`config.mk`:
```
export PLATFORM = sky130hd
export DESIGN_NAME = csc_top
export DESIGN_NICKNAME = d
export VERILOG_FILES = /design/src/csc_top.v /design/src/csc_sync.v /design/src/csc_module.v
export VERILOG_INCLUDE_DIRS = /design/src
export SDC_FILE = /design/constraint.sdc
export NUM_CORES = 1
export LEC_CHECK = 0
export BUFFER_PORTS_ARGS = -buffer_cell sky130_fd_sc_hd__buf_4
export CAP_MARGIN = 20
export CORE_MARGIN = 2
export CORE_UTILIZATION = 47
export CTS_BUF_LIST = sky130_fd_sc_hd__clkbuf_8
export DETAILED_ROUTE_END_ITERATION = 7
export GPL_TIMING_DRIVEN = 0
export PLACE_DENSITY = 0.79
export SLEW_MARGIN = 20
export SYNTH_ARGS = -nofsm -noshare
export SYNTH_HDL_FRONTEND = slang
export SYNTH_HIERARCHICAL = 1
export SYNTH_SLANG_ARGS = --single-unit
```
`constraint.sdc`:
```
create_clock -name clk -period 1.63 [get_ports clk]
set_input_delay 0.0815 -clock clk [delete_from_list [all_inputs] [get_ports clk]]
set_output_delay 0.0815 -clock clk [all_outputs]
set_load 0.02 [all_outputs]
```
`src/csc_defines.vh`:
```
`ifndef CSC_DEFINES_VH
`define CSC_DEFINES_VH
// ==========================================================
// register map (byte addresses)
`define CSC_ADDR_W 8
`define CSC_OFF_A_CTRL0 8'h00
`define CSC_OFF_A_CTRL1 8'h04
`define CSC_OFF_B_CTRL0 8'h08
`define CSC_OFF_B_CTRL1 8'h0C
`define CSC_OFF_GT_A 8'h10
`define CSC_OFF_GT_B 8'h14
// ==========================================================
// sense_control_zero fields
`define CSC_C0_ON 7
`define CSC_C0_RM 6
`define CSC_C0_RNG_HI 3
`define CSC_C0_RNG_LO 2
`define CSC_C0_OUT 1
`define CSC_C0_XCS 0
`define CSC_C0_WMASK 8'hCD
// sense_control_one fields
`define CSC_C1_CH_HI 3
`define CSC_C1_CH_LO 0
// gated timer control fields (own layout)
`define CSC_GT_CS_HI 5
`define CSC_GT_CS_LO 4
`define CSC_GT_GE 1
`define CSC_GT_ON 0
`define CSC_GT_WMASK 8'h33
// ==========================================================
// codes
`define CSC_RNG_OFF 2'h0
`define CSC_GT_CS_OSC 2'h3
`define CSC_RESET_BYTE 8'h00
`define CSC_HRESP_OKAY 1'b0
`define CSC_HTRANS_NONSEQ 2'h2
`define CSC_NPINS 16
`endif

```
`src/csc_top.v`:
```
`timescale 1ns/10ps
`include "csc_defines.vh"
// Functional notes
// - each module selects one of sixteen pins by four-bit channel field
// - enabled module connects oscillator to the selected pin
// - readable status shows oscillator sourcing or sinking
// - reference mode set picks variable references, clear picks rails
// - range 00 off or noise, 01 low, 10 medium, 11 high
// - noise mode stops pin current, oscillator circuitry stays on
// - comparator follows external noise, giving countable activity
// - oscillator A clocks paired counter or gated timer one, B likewise
// - gated timer clock source 11 selects sensing oscillator
// - gated timer off when on 0, free when gate 0, gated when 1
// - module enable on or off; disabled ignores channel, no pin
// - paired counter ext source picks oscillator or clock pin
// - oscillator keeps running in sleep while enabled
module csc_top (
    clk,
    rst_b,
    ce,
    haddr,
    htrans,
    hwrite,
    hsize,
    hwdata,
    hsel,
    hready,
    hreadyout,
    hrdata,
    hresp,
    comp_out_a,
    comp_out_b,
    ext_pin_a,
    ext_pin_b,
    paired_cs_a,
    paired_cs_b,
    gate_in_a,
    gate_in_b,
    pin_sel_a,
    pin_sel_b,
    osc_enable_a,
    osc_enable_b,
    ref_variable_a,
    ref_variable_b,
    range_code_a,
    range_code_b,
    src_sink_en_a,
    src_sink_en_b,
    paired_clk_sel_a,
    paired_clk_sel_b,
    paired_tick_a,
    paired_tick_b,
    gated_clk_sel_a,
    gated_clk_sel_b,
    gated_run_a,
    gated_run_b,
    gated_tick_a,
    gated_tick_b
);
    input wire clk;
    input wire rst_b;
    input wire ce;
    input wire [31:0] haddr;
    input wire [1:0] htrans;
    input wire hwrite;
    input wire [2:0] hsize;
    input wire [31:0] hwdata;
    input wire hsel;
    input wire hready;
    output wire hreadyout;
    output reg [31:0] hrdata;
    output wire hresp;
    input wire comp_out_a;
    input wire comp_out_b;
    input wire ext_pin_a;
    input wire ext_pin_b;
    input wire paired_cs_a;
    input wire paired_cs_b;
    input wire gate_in_a;
    input wire gate_in_b;
    output wire [`CSC_NPINS-1:0] pin_sel_a;
    output wire [`CSC_NPINS-1:0] pin_sel_b;
    output wire osc_enable_a;
    output wire osc_enable_b;
    output wire ref_variable_a;
    output wire ref_variable_b;
    output wire [1:0] range_code_a;
    output wire [1:0] range_code_b;
    output wire src_sink_en_a;
    output wire src_sink_en_b;
    output wire [1:0] paired_clk_sel_a;
    output wire [1:0] paired_clk_sel_b;
    output wire paired_tick_a;
    output wire paired_tick_b;
    output wire gated_clk_sel_a;
    output wire gated_clk_sel_b;
    output reg gated_run_a;
    output reg gated_run_b;
    output reg gated_tick_a;
    output reg gated_tick_b;

    // ==========================================================
    // register storage
    reg [7:0] ctrl0_a;
    reg [7:0] ctrl0_b;
    reg [3:0] chan_a;
    reg [3:0] chan_b;
    reg [7:0] gt_a;
    reg [7:0] gt_b;
    reg wr_pend;
    reg [`CSC_ADDR_W-1:0] wr_addr;
    wire osc_status_a;
    wire osc_status_b;
    wire gcnt_a;
    wire gcnt_b;
    wire gate_s_a;
    wire gate_s_b;
    wire addr_ph;
    wire [7:0] wbyte;
    reg [31:0] next_hrdata;

    // ==========================================================
    // ahb-lite slave: zero wait states, always okay
    assign hreadyout = 1'b1;
    assign hresp = `CSC_HRESP_OKAY;
    assign addr_ph = hsel && hready && (htrans == `CSC_HTRANS_NONSEQ || htrans[1]);
    assign wbyte = hwdata[7:0];

    // read mux, status bit reflects live oscillator state
    always @* begin
        next_hrdata = 32'h0000_0000;
        if (haddr[`CSC_ADDR_W-1:0] == `CSC_OFF_A_CTRL0) begin
            next_hrdata[7:0] = {ctrl0_a[7:2], osc_status_a, ctrl0_a[0]};
        end else if (haddr[`CSC_ADDR_W-1:0] == `CSC_OFF_A_CTRL1) begin
            next_hrdata[3:0] = chan_a;
        end else if (haddr[`CSC_ADDR_W-1:0] == `CSC_OFF_B_CTRL0) begin
            next_hrdata[7:0] = {ctrl0_b[7:2], osc_status_b, ctrl0_b[0]};
        end else if (haddr[`CSC_ADDR_W-1:0] == `CSC_OFF_B_CTRL1) begin
            next_hrdata[3:0] = chan_b;
        end else if (haddr[`CSC_ADDR_W-1:0] == `CSC_OFF_GT_A) begin
            next_hrdata[7:0] = gt_a;
        end else if (haddr[`CSC_ADDR_W-1:0] == `CSC_OFF_GT_B) begin
            next_hrdata[7:0] = gt_b;
        end
    end

    // address phase capture and read data
    always @(posedge clk or negedge rst_b) begin
        if (!rst_b) begin
            wr_pend <= 1'b0;
            wr_addr <= {`CSC_ADDR_W{1'b0}};
            hrdata <= 32'h0000_0000;
        end else if (ce) begin
            wr_pend <= addr_ph && hwrite;
            wr_addr <= haddr[`CSC_ADDR_W-1:0];
            if (addr_ph && !hwrite) begin
                hrdata <= next_hrdata;
            end
        end
    end

    // data phase writes, reserved and status bits masked
    always @(posedge clk or negedge rst_b) begin
        if (!rst_b) begin
            ctrl0_a <= `CSC_RESET_BYTE;
            ctrl0_b <= `CSC_RESET_BYTE;
            chan_a <= 4'h0;
            chan_b <= 4'h0;
            gt_a <= `CSC_RESET_BYTE;
            gt_b <= `CSC_RESET_BYTE;
        end else if (ce && wr_pend) begin
            if (wr_addr == `CSC_OFF_A_CTRL0) begin
                ctrl0_a <= wbyte & `CSC_C0_WMASK;
            end else if (wr_addr == `CSC_OFF_A_CTRL1) begin
                chan_a <= wbyte[`CSC_C1_CH_HI:`CSC_C1_CH_LO];
            end else if (wr_addr == `CSC_OFF_B_CTRL0) begin
                ctrl0_b <= wbyte & `CSC_C0_WMASK;
            end else if (wr_addr == `CSC_OFF_B_CTRL1) begin
                chan_b <= wbyte[`CSC_C1_CH_HI:`CSC_C1_CH_LO];
            end else if (wr_addr == `CSC_OFF_GT_A) begin
                gt_a <= wbyte & `CSC_GT_WMASK;
            end else if (wr_addr == `CSC_OFF_GT_B) begin
                gt_b <= wbyte & `CSC_GT_WMASK;
            end
        end
    end

    // ==========================================================
    // the two sensing modules
    csc_module u_mod_a (
        .clk(clk),
        .rst_b(rst_b),
        .ce(ce),
        .ctrl0(ctrl0_a),
        .chan(chan_a),
        .gt_ctrl(gt_a),
        .paired_cs(paired_cs_a),
        .comp_out(comp_out_a),
        .ext_pin(ext_pin_a),
        .pin_sel(pin_sel_a),
        .osc_enable(osc_enable_a),
        .ref_variable(ref_variable_a),
        .range_code(range_code_a),
        .src_sink_en(src_sink_en_a),
        .osc_status(osc_status_a),
        .paired_clk_sel(paired_clk_sel_a),
        .paired_tick(paired_tick_a),
        .gated_clk_sel(gated_clk_sel_a),
        .gated_count_en(gcnt_a)
    );
    csc_module u_mod_b (
        .clk(clk),
        .rst_b(rst_b),
        .ce(ce),
        .ctrl0(ctrl0_b),
        .chan(chan_b),
        .gt_ctrl(gt_b),
        .paired_cs(paired_cs_b),
        .comp_out(comp_out_b),
        .ext_pin(ext_pin_b),
        .pin_sel(pin_sel_b),
        .osc_enable(osc_enable_b),
        .ref_variable(ref_variable_b),
        .range_code(range_code_b),
        .src_sink_en(src_sink_en_b),
        .osc_status(osc_status_b),
        .paired_clk_sel(paired_clk_sel_b),
        .paired_tick(paired_tick_b),
        .gated_clk_sel(gated_clk_sel_b),
        .gated_count_en(gcnt_b)
    );

    // gate inputs come from outside, synchronised first
    csc_sync u_gate_a (.clk(clk), .rst_b(rst_b), .ce(ce), .din(gate_in_a), .dout(gate_s_a));
    csc_sync u_gate_b (.clk(clk), .rst_b(rst_b), .ce(ce), .din(gate_in_b), .dout(gate_s_b));

    // ==========================================================
    // gated timer enable table
    always @(posedge clk or negedge rst_b) begin
        if (!rst_b) begin
            gated_run_a <= 1'b0;
            gated_run_b <= 1'b0;
            gated_tick_a <= 1'b0;
            gated_tick_b <= 1'b0;
        end else if (ce) begin
            // off when on is 0, free when gate 0, gated when gate 1
            gated_run_a <= gt_a[`CSC_GT_ON] && (!gt_a[`CSC_GT_GE] || gate_s_a);
            gated_run_b <= gt_b[`CSC_GT_ON] && (!gt_b[`CSC_GT_GE] || gate_s_b);
            gated_tick_a <= gcnt_a && gated_clk_sel_a && (!gt_a[`CSC_GT_GE] || gate_s_a);
            gated_tick_b <= gcnt_b && gated_clk_sel_b && (!gt_b[`CSC_GT_GE] || gate_s_b);
        end
    end
endmodule

```
`src/csc_sync.v`:
```
`timescale 1ns/10ps
`include "csc_defines.vh"
// ==========================================================
// two-flop synchroniser for one level
module csc_sync (
    clk,
    rst_b,
    ce,
    din,
    dout
);
    input wire clk;
    input wire rst_b;
    input wire ce;
    input wire din;
    output reg dout;
    reg stage1;
    // first stage feeds only the second
    always @(posedge clk or negedge rst_b) begin
        if (!rst_b) begin
            stage1 <= 1'b0;
            dout <= 1'b0;
        end else if (ce) begin
            stage1 <= din;
            dout <= stage1;
        end
    end
endmodule

```
`src/csc_module.v`:
```
`timescale 1ns/10ps
`include "csc_defines.vh"
// ==========================================================
// one sensing module: pin mux, range decode, clock routing
module csc_module (
    clk,
    rst_b,
    ce,
    ctrl0,
    chan,
    gt_ctrl,
    paired_cs,
    comp_out,
    ext_pin,
    pin_sel,
    osc_enable,
    ref_variable,
    range_code,
    src_sink_en,
    osc_status,
    paired_clk_sel,
    paired_tick,
    gated_clk_sel,
    gated_count_en
);
    input wire clk;
    input wire rst_b;
    input wire ce;
    input wire [7:0] ctrl0;
    input wire [3:0] chan;
    input wire [7:0] gt_ctrl;
    input wire paired_cs;
    input wire comp_out;
    input wire ext_pin;
    output reg [`CSC_NPINS-1:0] pin_sel;
    output reg osc_enable;
    output reg ref_variable;
    output reg [1:0] range_code;
    output reg src_sink_en;
    output wire osc_status;
    output reg [1:0] paired_clk_sel;
    output reg paired_tick;
    output reg gated_clk_sel;
    output reg gated_count_en;
    wire on_bit;
    wire rm;
    wire [1:0] rng;
    wire osc_s;
    wire pin_s;
    reg osc_d;
    reg pin_d;
    wire osc_rise;
    wire pin_rise;
    wire noise_mode;
    assign on_bit = ctrl0[`CSC_C0_ON];
    assign rm = ctrl0[`CSC_C0_RM];
    assign rng = ctrl0[`CSC_C0_RNG_HI:`CSC_C0_RNG_LO];
    assign noise_mode = rm && (rng == `CSC_RNG_OFF);
    // comparator and timer pin through synchronisers
    csc_sync u_osc (.clk(clk), .rst_b(rst_b), .ce(ce), .din(comp_out), .dout(osc_s));
    csc_sync u_pin (.clk(clk), .rst_b(rst_b), .ce(ce), .din(ext_pin), .dout(pin_s));
    assign osc_status = osc_s;
    assign osc_rise = osc_s && !osc_d;
    assign pin_rise = pin_s && !pin_d;
    // edge history
    always @(posedge clk or negedge rst_b) begin
        if (!rst_b) begin
            osc_d <= 1'b0;
            pin_d <= 1'b0;
        end else if (ce) begin
            osc_d <= osc_s;
            pin_d <= pin_s;
        end
    end
    // registered analog controls and counter ticks
    always @(posedge clk or negedge rst_b) begin
        if (!rst_b) begin
            pin_sel <= {`CSC_NPINS{1'b0}};
            osc_enable <= 1'b0;
            ref_variable <= 1'b0;
            range_code <= `CSC_RNG_OFF;
            src_sink_en <= 1'b0;
            paired_clk_sel <= 2'h0;
            paired_tick <= 1'b0;
            gated_clk_sel <= 1'b0;
            gated_count_en <= 1'b0;
        end else if (ce) begin
            // one-hot pin select, none while disabled; runs in sleep too
            pin_sel <= on_bit ? ({{(`CSC_NPINS-1){1'b0}}, 1'b1} << chan) : {`CSC_NPINS{1'b0}};
            ref_variable <= rm;
            range_code <= rng;
            // reference mode clear with range 00 is off; set with range 00 keeps oscillator on
            osc_enable <= on_bit && (rm || (rng != `CSC_RNG_OFF));
            src_sink_en <= on_bit && (rng != `CSC_RNG_OFF);
            // 0 = instruction clock, 1 = ext pin, 2 = oscillator
            if (!paired_cs) begin
                paired_clk_sel <= 2'h0;
                paired_tick <= 1'b1;
            end else if (ctrl0[`CSC_C0_XCS]) begin
                paired_clk_sel <= 2'h2;
                paired_tick <= osc_rise;
            end else begin
                paired_clk_sel <= 2'h1;
                paired_tick <= pin_rise;
            end
            gated_clk_sel <= (gt_ctrl[`CSC_GT_CS_HI:`CSC_GT_CS_LO] == `CSC_GT_CS_OSC);
            gated_count_en <= gt_ctrl[`CSC_GT_ON] && (osc_rise || noise_mode && osc_rise);
        end
    end
endmodule

```
==> metrics.md, run 1 <==
| Metric | Value |
|---|---|
| Fin worst setup slack | `-0.1609 ns` |
| First-pass GRT wire length | `18,330 um` |
| Post-DP HPWL | `7896 um` |
| Static leakage power | `3.191 nW` |
| Post-synth top flop | `dfrtp_1` |
| Failing checks | `negative setup slack` |
| Finished Layout Cells | `722` |
| Synth Instances | `409` |
| CP Cell Sequence | `or4_4 > nor3_4 > mux2_4` |
| Final GP Congestion | `0.8121` |
| Layout cells sized above 1 | `0.4027` |
| Worst slew margin | `0.6261` |
| Combinational Power Share | `0.090` |
| Setup tns final | `-1.313 ns` |
| Multi-input logic area | `1805 um2` |
| Number of synthesized flops with an enable pin | `0` |
| Via-per-instance ratio | `5.122` |
| Worst path required time | `1.94 ns` |
| Synth-to-layout area growth | `35.05%` |
| Antenna-violating nets left | `0` |
| Root Driver | `clkbuf_8` |
| Top-count cell post-synth | `dfrtp_1` |
| Average size of a mapped cell | `12.24 um2` |
| Die area | `11,490 um2` |
| Die Wd | `107.2 um` |
| Minimum clock period | `1.791 ns` |
| Initial core utilization | `0.4848` |
| Met2 Track Usage GR | `0.3481` |
| Max IR drop VDD | `0.5668 mV` |
| Top cell type's share of synthesized area | `0.5750` |
| Largest net degree at the start of global routing | `116` |
| RSZ-0062 raised after global routing | `yes` |
| Outcome | `finished, violations left` |
| Synthesized flop and latch total | `115` |
| Die Ht | `107.2 um` |
| # IOs | `171` |
| Hold Violations, Final | `0` |
| Switching part of the total power | `0.2370` |
| Vias in the first global route | `3,707` |
| CP max stage delay | `0.59 ns` |
| Startpoint types | `register` |
| Met1 Resource Use GR | `0.2661` |
| Top post-synthesis cells by count | `dfrtp_1 (115), mux2_2 (55), inv_1 (52)` |
| Clock power share | `0.444` |
| Drt pass-1 iters | `4` |
| DP Worst Slack | `-0.1967 ns` |
| Hold Slack | `0.1074 ns` |
| Max cap viols | `0` |
| Gr usage total | `0.2071` |
| Port Buffers | `92` |
| Final count of negative-setup-slack endpoints | `9` |
| Sequential element share of the synthesized area | `0.5750` |
| Register Area | `2878 um2` |
| Top Usage Layer GRT | `met2` |
| Area leader, netlist | `dfrtp_1` |
| Initial antenna violation count | `0` |
| Grt met3 use | `0.04134` |
| Final period utilization | `1.099` |
| Switching pwr | `1.552 mW` |
| N_diodes | `0` |
| CP Capture Type | `register` |
| Core ar. | `10,320 um2` |
| Worst-path maximum fanout | `4` |
| Crit path kind | `register to register` |
| Fill count | `791` |
| Netlist cell types | `41` |
| Clock buffer count from CTS | `17` |
| Remaining DRCs | `0` |
| Yosys warning count | `6` |
| Netlist area before placement | `5005 um2` |
| Sequential power share | `0.466` |
| First-iteration detailed-routing DRC count | `171` |
| Skew final | `0.01042 ns` |
| Synth async-reset ratio | `1.000` |
| Arr. time, crit path | `2.10 ns` |
| Vias | `3,698` |
| CTS Sinks | `115` |
| GR Overflow Total | `0` |
| Clock Path Buffers | `2` |
| Wire per inst | `15.82 um` |
| Crit-path slowest cell | `or4_4` |
| Hold crit path type | `primary input to asynchronous set/reset pin` |
| CTS tree | `yes` |
| Measured slew at the worst slew-check pin | `0.5609 ns` |
| Nets | `656` |
| Total number of H-tree levels | `4` |
| Clock-pin slew on the worst setup and hold paths | `0.07 ns` |
| Pwr dens | `968.8 nW/um2` |
| Row cnt | `37` |
| Max Slew Vio Count | `0` |
| Synth area leaders | `dfrtp_1 (58%), mux2_2 (12%), o22ai_1 (4.4%), buf_4 (4.2%), inv_1 (3.9%)` |
| Internal | `4.996 mW` |
| Clock latency on the worst-skew pair | `0.43 ns` |
| Total Wirelength | `11,420 um` |
| Fmax | `558.4 MHz` |
| Post-Place Cells | `661` |
what timing repair did:
item,in CTS,in global routing
setup endpoints to repair,14,26
endpoints found under the hold margin,160,0
gates resized for setup,11,2
hold buffers,25,0
setup buffers,3,0
pin swaps,3,4
power groups by stage:
stage	clock, mW	sequential [mW]	combinational, mW
2_1_floorplan	0	3.09	0.305
3_3_place_gp	0	3.09	0.508
3_5_place_dp	0	3.10	0.523
4_1_cts	2.94	3.05	0.578
5_1_grt	3.09	3.06	0.638
6_report	2.91	3.05	0.588
per-layer routing:
metal,vias up,routed length [um]
li1,1721,-
met1,1862,4980
met2,105,5760
met3,10,565
met4,0,116
met5,-,0
registers in the layout, summed over array words and instances, names as in the netlist, 4 cells and up:
register and count:
gt_a 4, u_mod_b/pin_sel 16, gt_b 4, ctrl0_b 5
chan_b 4, u_mod_a/pin_sel 16, chan_a 4, wr_addr 8
ctrl0_a 5, hrdata 8
stage by stage:
stage                     cell area, um2  power (mW)  utilization
after floorplan                     5095       3.391            -
after global placement              5956       3.597       0.5769
after detailed placement            5959       3.619       0.5773
after CTS                           6719       6.567       0.6508
after global routing                6759       6.786       0.6547
final                               6759       6.548       0.6547
path summary, 6_finish.rpt:
| path | startpoint | to | slack [ns] | depth (start not counted) |
|---|---|---|---|---|
| min reg2reg | hrdata[7]$_DFFE_PN0P_ | hrdata[7]$_DFFE_PN0P_ | 0.50 | 2 |
| min in group clk | haddr[3] | hrdata[5]$_DFFE_PN0P_ | 0.12 | 4 |
| max in group asynchronous | rst_b | gated_run_b$_DFFE_PN0P_ | 0.82 | 3 |
| min | rst_b | u_mod_a/pin_sel[5]$_DFFE_PN0P_ | 0.11 | 2 |
| max reg2reg | wr_addr[1]$_DFFE_PN0P_ | gt_a[1]$_DFFE_PN0P_ | -0.16 | 3 |
| max | wr_addr[1]$_DFFE_PN0P_ | gt_a[1]$_DFFE_PN0P_ | -0.16 | 3 |
cell type report:
cell class	instances	share of cell area
plain buffers	39	0.03962
clock buffers	19	0.03869
clock inverters	13	0.02703
inverters	52	0.02888
multi-input cells	227	0.2671
flip-flops and latches	115	0.4258
well taps	136	0.02518
repair buffers	121	0.1477
logic make-up (layout without fill, tap and decap cells):
family / after synthesis / after routing / synth area share
and+or+nand+nor: 67 / 67 / 0.08900
buffers and inverters: 91 / 244 / 0.09250
AOI/OAI and AO/OA: 68 / 68 / 0.08850
DFF: 115 / 115 / 0.5750
muxes: 66 / 66 / 0.1535
other: 2 / 26 / 0.001501
worst max-delay path, delay by kind of cell, from the launching register on:
kind	cells	cell delay, ns
and+or+nand+nor	2	0.92
DFF	1	0.42
muxes	1	0.33
cells in the final DEF, fill, tap and decap left out, types with 3 or more instances in the layout:
cell type,instances
buf_4,121
dfrtp_1,115
inv_1,53
mux2_2,47
o22ai_1,35
conb_1,26
dlygate4sd3_1,25
clkbuf_8,19
o21ai_0,18
nand2_1,10
mux2_4,9
nand3_1,8
nand2b_1,8
nand4b_1,7
mux2i_1,7
buf_2,7
nand4_1,6
bufinv_16,4
nand3b_1,4
nor3_1,3
clkbuf_1,3
buf_6,3
or2_2,3
mux4_2,3
nor2_1,3
clkinvlp_4,3
No activity file was read; power rests on OpenSTA's default activity.
==> inputs of run 2 (changes only) <==
--- a/config.mk
+++ b/config.mk
@@ -6,13 +6,13 @@
 export SDC_FILE = /design/constraint.sdc
 export NUM_CORES = 1
 export LEC_CHECK = 0
+export ABC_CLOCK_PERIOD_IN_PS = 1630
 export BUFFER_PORTS_ARGS = -buffer_cell sky130_fd_sc_hd__buf_4
 export CAP_MARGIN = 20
 export CORE_MARGIN = 2
 export CORE_UTILIZATION = 47
 export CTS_BUF_LIST = sky130_fd_sc_hd__clkbuf_8
 export DETAILED_ROUTE_END_ITERATION = 7
-export GPL_TIMING_DRIVEN = 0
 export PLACE_DENSITY = 0.79
 export SLEW_MARGIN = 20
 export SYNTH_ARGS = -nofsm -noshare
==> metrics.md, run 2 (synthesis gave the netlist of run 1 again) <==
| Metric | Value |
|---|---|
| Antenna-violating nets left | `0` |
| Synth-to-layout area growth | `31.35%` |
| Startpoint types | `register` |
| Port Buffers | `92` |
| CTS tree | `yes` |
| Clock Path Buffers | `2` |
| # IOs | `171` |
| Pwr dens | `988.7 nW/um2` |
| Setup tns final | `-0.8346 ns` |
| Vias | `3,594` |
| Core ar. | `10,320 um2` |
| Skew final | `0.01495 ns` |
| Hold crit path type | `primary input to register` |
| CP top delay family | `simple AND/OR/NAND/NOR gates` |
| Final period utilization | `1.067` |
| Failing checks | `negative setup slack` |
| Worst path required time | `1.93 ns` |
| Initial antenna violation count | `0` |
| Largest registers | `u_mod_a/pin_sel: 16 flops, u_mod_b/pin_sel: 16 flops` |
| Total Wirelength | `11,270 um` |
| CP Capture Type | `register` |
| CP max stage delay | `0.57 ns` |
| Fill count | `799` |
| Row cnt | `37` |
| Final count of negative-setup-slack endpoints | `9` |
| Clock-pin slew on the worst setup and hold paths | `0.07 ns` |
| Max IR drop VDD | `0.5294 mV` |
| Hold_sp | `haddr[3]` |
| Fin worst setup slack | `-0.1095 ns` |
| Reg2reg start | `wr_addr[1]$_DFFE_PN0P_` |
| Die Ht | `107.2 um` |
| Crit-path slowest cell | `or4_4` |
| RSZ-0062 raised after global routing | `yes` |
| Clock buffer count from CTS | `17` |
| Drt pass-1 iters | `5` |
| Crit path kind | `register to register` |
| First-iteration detailed-routing DRC count | `206` |
| Total number of H-tree levels | `4` |
| Via-per-instance ratio | `5.171` |
| Crit path from | `wr_addr[1]$_DFFE_PN0P_` |
| Root Driver | `clkbuf_8` |
| Max cap viols | `0` |
| Outcome | `finished, violations left` |
| First-pass GRT wire length | `18,310 um` |
| N_diodes | `0` |
| Commonest non-fill, non-tap cell in the layout | `dfrtp_1` |
| Remaining DRCs | `0` |
| Largest net degree at the start of global routing | `109` |
| Worst-path maximum fanout | `5` |
| Vias in the first global route | `3,672` |
| Wire per inst | `16.22 um` |
| Die Wd | `107.2 um` |
| Clock latency on the worst-skew pair | `0.42 ns` |
| Nets | `629` |
| GR Overflow Total | `0` |
| Die area | `11,490 um2` |
| Final GP Congestion | `0.8388` |
| CTS Sinks | `115` |
| Total power | `6.500 mW` |
| Minimum clock period | `1.739 ns` |
| Most frequent cells in the layout | `dfrtp_1 (115), buf_4 (104), inv_1 (52)` |
| Hold Violations, Final | `0` |
| Fmax | `574.9 MHz` |
| Post-DP HPWL | `7605 um` |
| Arr. time, crit path | `2.04 ns` |
| Initial core utilization | `0.4848` |
| Gr usage total | `0.2064` |
| Buf/Inv on CP | `1` |
| CP Cell Sequence | `or4_4 > nor3b_4 > buf_6 > mux2_4` |
| Static leakage power | `3.047 nW` |
| Layout cells sized above 1 | `0.3846` |
| Max Slew Vio Count | `0` |
==> run 2: changes by cell type in the layout (fill, tap and decap cells not counted), moves of 3 or more <==
cell and delta:
nor3_2 +3, buf_12 +3, buf_4 -17, clkbuf_1 -3, buf_2 -7, mux2_2 +4, mux2_4 -4
==> run 2: area by class of cell <==
| class | instances | area (um2) | area share |
|---|---|---|---|
| clock buffer | 17 | 234.0 | 0.03559 |
| clock inverter | 15 | 205.2 | 0.03121 |
| inverter | 52 | 195.2 | 0.02969 |
| multi-input combinational | 227 | 1789 | 0.2722 |
| sequential | 115 | 2878 | 0.4378 |
| tap | 136 | 170.2 | 0.02589 |
| timing repair buffer | 133 | 1102 | 0.1677 |
==> run 2: worst reg2reg max path: cells and delay by family (launching register included) <==
kind	cells	cell delay [ns]
DFF	1	0.38
muxes	1	0.30
and+or+nand+nor	2	0.78
buffers and inverters	1	0.16
==> run 2: worst paths after layout <==
| path | endpoint | slack, ns | cells past startpoint |
|---|---|---|---|
| max in group asynchronous | ctrl0_b[3]$_DFFE_PN0P_ | 0.89 | 3 |
| hold reg to reg | hrdata[2]$_DFFE_PN0P_ | 0.49 | 2 |
| min in group asynchronous | u_mod_a/pin_sel[4]$_DFFE_PN0P_ | 0.15 | 2 |
| setup / recovery | ctrl0_a[3]$_DFFE_PN0P_ | -0.11 | 4 |
| hold / removal | wr_addr[3]$_DFFE_PN0P_ | 0.04 | 2 |
| setup reg to reg | ctrl0_a[3]$_DFFE_PN0P_ | -0.11 | 4 |
==> run 2: stage by stage <==
step / cells / hold slack, ns / util / setup slack [ns] / cell area [um2]
global route: 695 / 0.02116 / 0.6368 / -0.1509 / 6574
floorplan: 433 / -0.2141 / - / -0.05558 / 5095
detailed placement: 634 / 0.05949 / 0.5633 / -0.09643 / 5816
CTS: 694 / 0.01838 / 0.6350 / -0.08578 / 6555
finish: 695 / 0.03875 / 0.6368 / -0.1095 / 6574
global placement: 634 / 0.05217 / 0.5633 / -0.07461 / 5816
==> run 2: where the power goes <==
| group | internal [mW] | total, mW | switching, mW | leakage, nW |
|---|---|---|---|---|
| sequential | 2.95 | 3.04 | 0.0848 | 1.54 |
| combinational | 0.262 | 0.551 | 0.289 | 1.29 |
| clock | 1.68 | 2.91 | 1.23 | 0.213 |
| total | 4.90 | 6.50 | 1.60 | 3.05 |
==> run 2: repair_timing <==
action	CTS	global route
hold buffers	25	0
resized for setup	7	2
setup buffers	3	1
pin swaps	3	1
endpoints found under the hold margin	111	0
endpoints found under the setup margin	17	26
==> run 2: layer usage <==
layer  up-vias  share of wire  GRT usage
li1       1671              -          -
met1      1788           0.44     0.2657
met2       127           0.51     0.3436
met3         8          0.051    0.05228
met4         0         0.0069    0.06494
met5         -              0          0
==> inputs of run 3 (changes only) <==
--- a/config.mk
+++ b/config.mk
@@ -6,14 +6,14 @@
 export SDC_FILE = /design/constraint.sdc
 export NUM_CORES = 1
 export LEC_CHECK = 0
-export ABC_CLOCK_PERIOD_IN_PS = 1630
+export ABC_CLOCK_PERIOD_IN_PS = 1800
 export BUFFER_PORTS_ARGS = -buffer_cell sky130_fd_sc_hd__buf_4
 export CAP_MARGIN = 20
 export CORE_MARGIN = 2
-export CORE_UTILIZATION = 47
+export CORE_UTILIZATION = 50
 export CTS_BUF_LIST = sky130_fd_sc_hd__clkbuf_8
 export DETAILED_ROUTE_END_ITERATION = 7
-export PLACE_DENSITY = 0.79
+export PLACE_DENSITY = 0.8
 export SLEW_MARGIN = 20
 export SYNTH_ARGS = -nofsm -noshare
 export SYNTH_HDL_FRONTEND = slang
==> constraint.sdc (replaced) <==
create_clock -name clk -period 1.8 [get_ports clk]
set_input_delay 0.09 -clock clk [delete_from_list [all_inputs] [get_ports clk]]
set_output_delay 0.09 -clock clk [all_outputs]
set_load 0.02 [all_outputs]
==> metrics.md, run 3 (synthesis gave the netlist of run 1 again) <==
| Metric | Value |
|---|---|
| Fill count | `749` |
| Clock-pin slew on the worst setup and hold paths | `0.07 ns` |
| Die Wd | `104.0 um` |
| Hold Violations, Final | `0` |
| # IOs | `171` |
| Synth-to-layout area growth | `29.58%` |
| Port Buffers | `92` |
| Final GP Congestion | `0.8181` |
| Remaining DRCs | `0` |
| First-pass GRT wire length | `18,240 um` |
| Switching pwr | `1.394 mW` |
| Layout cells sized above 1 | `0.3712` |
| Worst slew margin | `0.6095` |
| CP Cell Sequence | `or4_4 > nor3b_4 > buf_6 > mux2_2` |
| Via-per-instance ratio | `5.170` |
| Combinational Power Share | `0.086` |
| Hold crit path type | `primary input to register` |
| Internal | `4.309 mW` |
| Skew final | `0.01245 ns` |
| Initial core utilization | `0.5144` |
| Max cap viols | `0` |
| CP top delay family | `simple AND/OR/NAND/NOR gates` |
| Minimum clock period | `1.737 ns` |
| Finished Layout Cells | `688` |
| Worst-path maximum fanout | `5` |
| Max IR drop VDD | `0.5695 mV` |
| Root Driver | `clkbuf_8` |
| Outcome | `finished, final reports clean` |
| Crit path kind | `register to register` |
| Commonest non-fill, non-tap cell in the layout | `dfrtp_1` |
| Vias | `3,557` |
| Placed Area | `5789 um2` |
| Most frequent cells in the layout | `dfrtp_1 (115), buf_4 (99), mux2_2 (55)` |
| Register Area | `2878 um2` |
| First-iteration detailed-routing DRC count | `142` |
| CTS Sinks | `115` |
| Post-DP HPWL | `7440 um` |
| Arr. time, crit path | `2.04 ns` |
| Hold Path Depth | `2` |
| Die area | `10,830 um2` |
| Antenna-violating nets left | `0` |
| Pwr dens | `879.4 nW/um2` |
| Total Wirelength | `10,950 um` |
| Vias in the first global route | `3,628` |
| Max Slew Vio Count | `0` |
| Clock latency on the worst-skew pair | `0.42 ns` |
| Sequential power share | `0.482` |
| Drt pass-1 iters | `4` |
| CP max stage delay | `0.57 ns` |
| CTS tree | `yes` |
| Wire per inst | `15.92 um` |
| Die Ht | `104.0 um` |
| Largest registers | `u_mod_a/pin_sel: 16 flops, u_mod_b/pin_sel: 16 flops` |
| Clock power share | `0.432` |
| Gr usage total | `0.2128` |
| CP Capture Type | `register` |
| Core ar. | `9729 um2` |
| Nets | `625` |
| Final core utilization | `0.6665` |
| GR Overflow Total | `0` |
| Clock Path Buffers | `2` |
| Initial antenna violation count | `0` |
| CP Depth | `4` |
| N_diodes | `0` |
| Buf/Inv on CP | `1` |
| Final count of negative-setup-slack endpoints | `0` |
| Final period utilization | `0.9650` |
| Total number of H-tree levels | `4` |
| Worst path required time | `2.10 ns` |
| Startpoint types | `register` |
| Multi-input logic area | `1760 um2` |
| Clock buffer count from CTS | `17` |
| Static leakage power | `3.014 nW` |
| Measured slew at the worst slew-check pin | `0.5858 ns` |
| Largest net degree at the start of global routing | `103` |
| R2R depth | `4` |
| Finished Cell Area | `6485 um2` |
| Crit-path slowest cell | `or4_4` |
| Switching part of the total power | `0.2444` |
| Post-Place Cells | `628` |
| Fmax | `575.7 MHz` |
| Row cnt | `36` |
run 3: routing by layer:
layer,part of all wire,GRT usage
met1,0.44,0.2910
met2,0.50,0.3360
met3,0.054,0.05326
met4,0.011,0.06950
met5,0,0
run 3: area by class of cell:
cell class,instances,area share
inverters,52,0.03010
well taps,133,0.02566
clock inverters,14,0.02508
clock buffers,18,0.03820
multi-input cells,227,0.2715
flip-flops and latches,115,0.4438
repair buffers,129,0.1657
run 3: path summary, 6_finish.rpt:
kind	startpoint	endpoint	slack, ns
max	wr_addr[1]$_DFFE_PN0P_	ctrl0_a[3]$_DFFE_PN0P_	0.06
min	haddr[3]	wr_addr[3]$_DFFE_PN0P_	0.06
max reg2reg	wr_addr[1]$_DFFE_PN0P_	ctrl0_a[3]$_DFFE_PN0P_	0.06
min reg2reg	hrdata[7]$_DFFE_PN0P_	hrdata[7]$_DFFE_PN0P_	0.49
max in group asynchronous	rst_b	u_mod_a/pin_d$_DFFE_PN0P_	0.95
min in group asynchronous	rst_b	u_mod_a/pin_sel[6]$_DFFE_PN0P_	0.21
run 3: power groups by stage:
stage               Clock, mW  Sequential, mW  Combinational [mW]
floorplan                   0            2.79               0.276
global placement            0            2.79               0.432
detailed placement          0            2.80               0.444
CTS                      2.51            2.75               0.488
global route             2.63            2.76               0.534
finish                   2.47            2.75               0.488
run 3: metrics by stage:
step	setup WS, ns	total power, mW	hold WS [ns]	setup TNS [ns]
finish	0.06300	5.703	0.05620	0
global route	-0.002052	5.927	0.04322	-0.002052
CTS	0.03130	5.746	0.0008779	0
detailed placement	-0.001792	3.241	0.1306	-0.003457
global placement	0.04191	3.223	0.1217	0
floorplan	0.1144	3.071	-0.2056	0
run 3: timing repair:
| action | in CTS | in global routing |
|---|---|---|
| gates resized for setup | 0 | 2 |
| setup buffers | 1 | 1 |
| endpoints found under the hold margin | 87 | 1 |
| gates cloned | 0 | 0 |
| pin swaps | 1 | 1 |
| hold buffers | 24 | 2 |
| endpoints found under the setup margin | 5 | 13 |
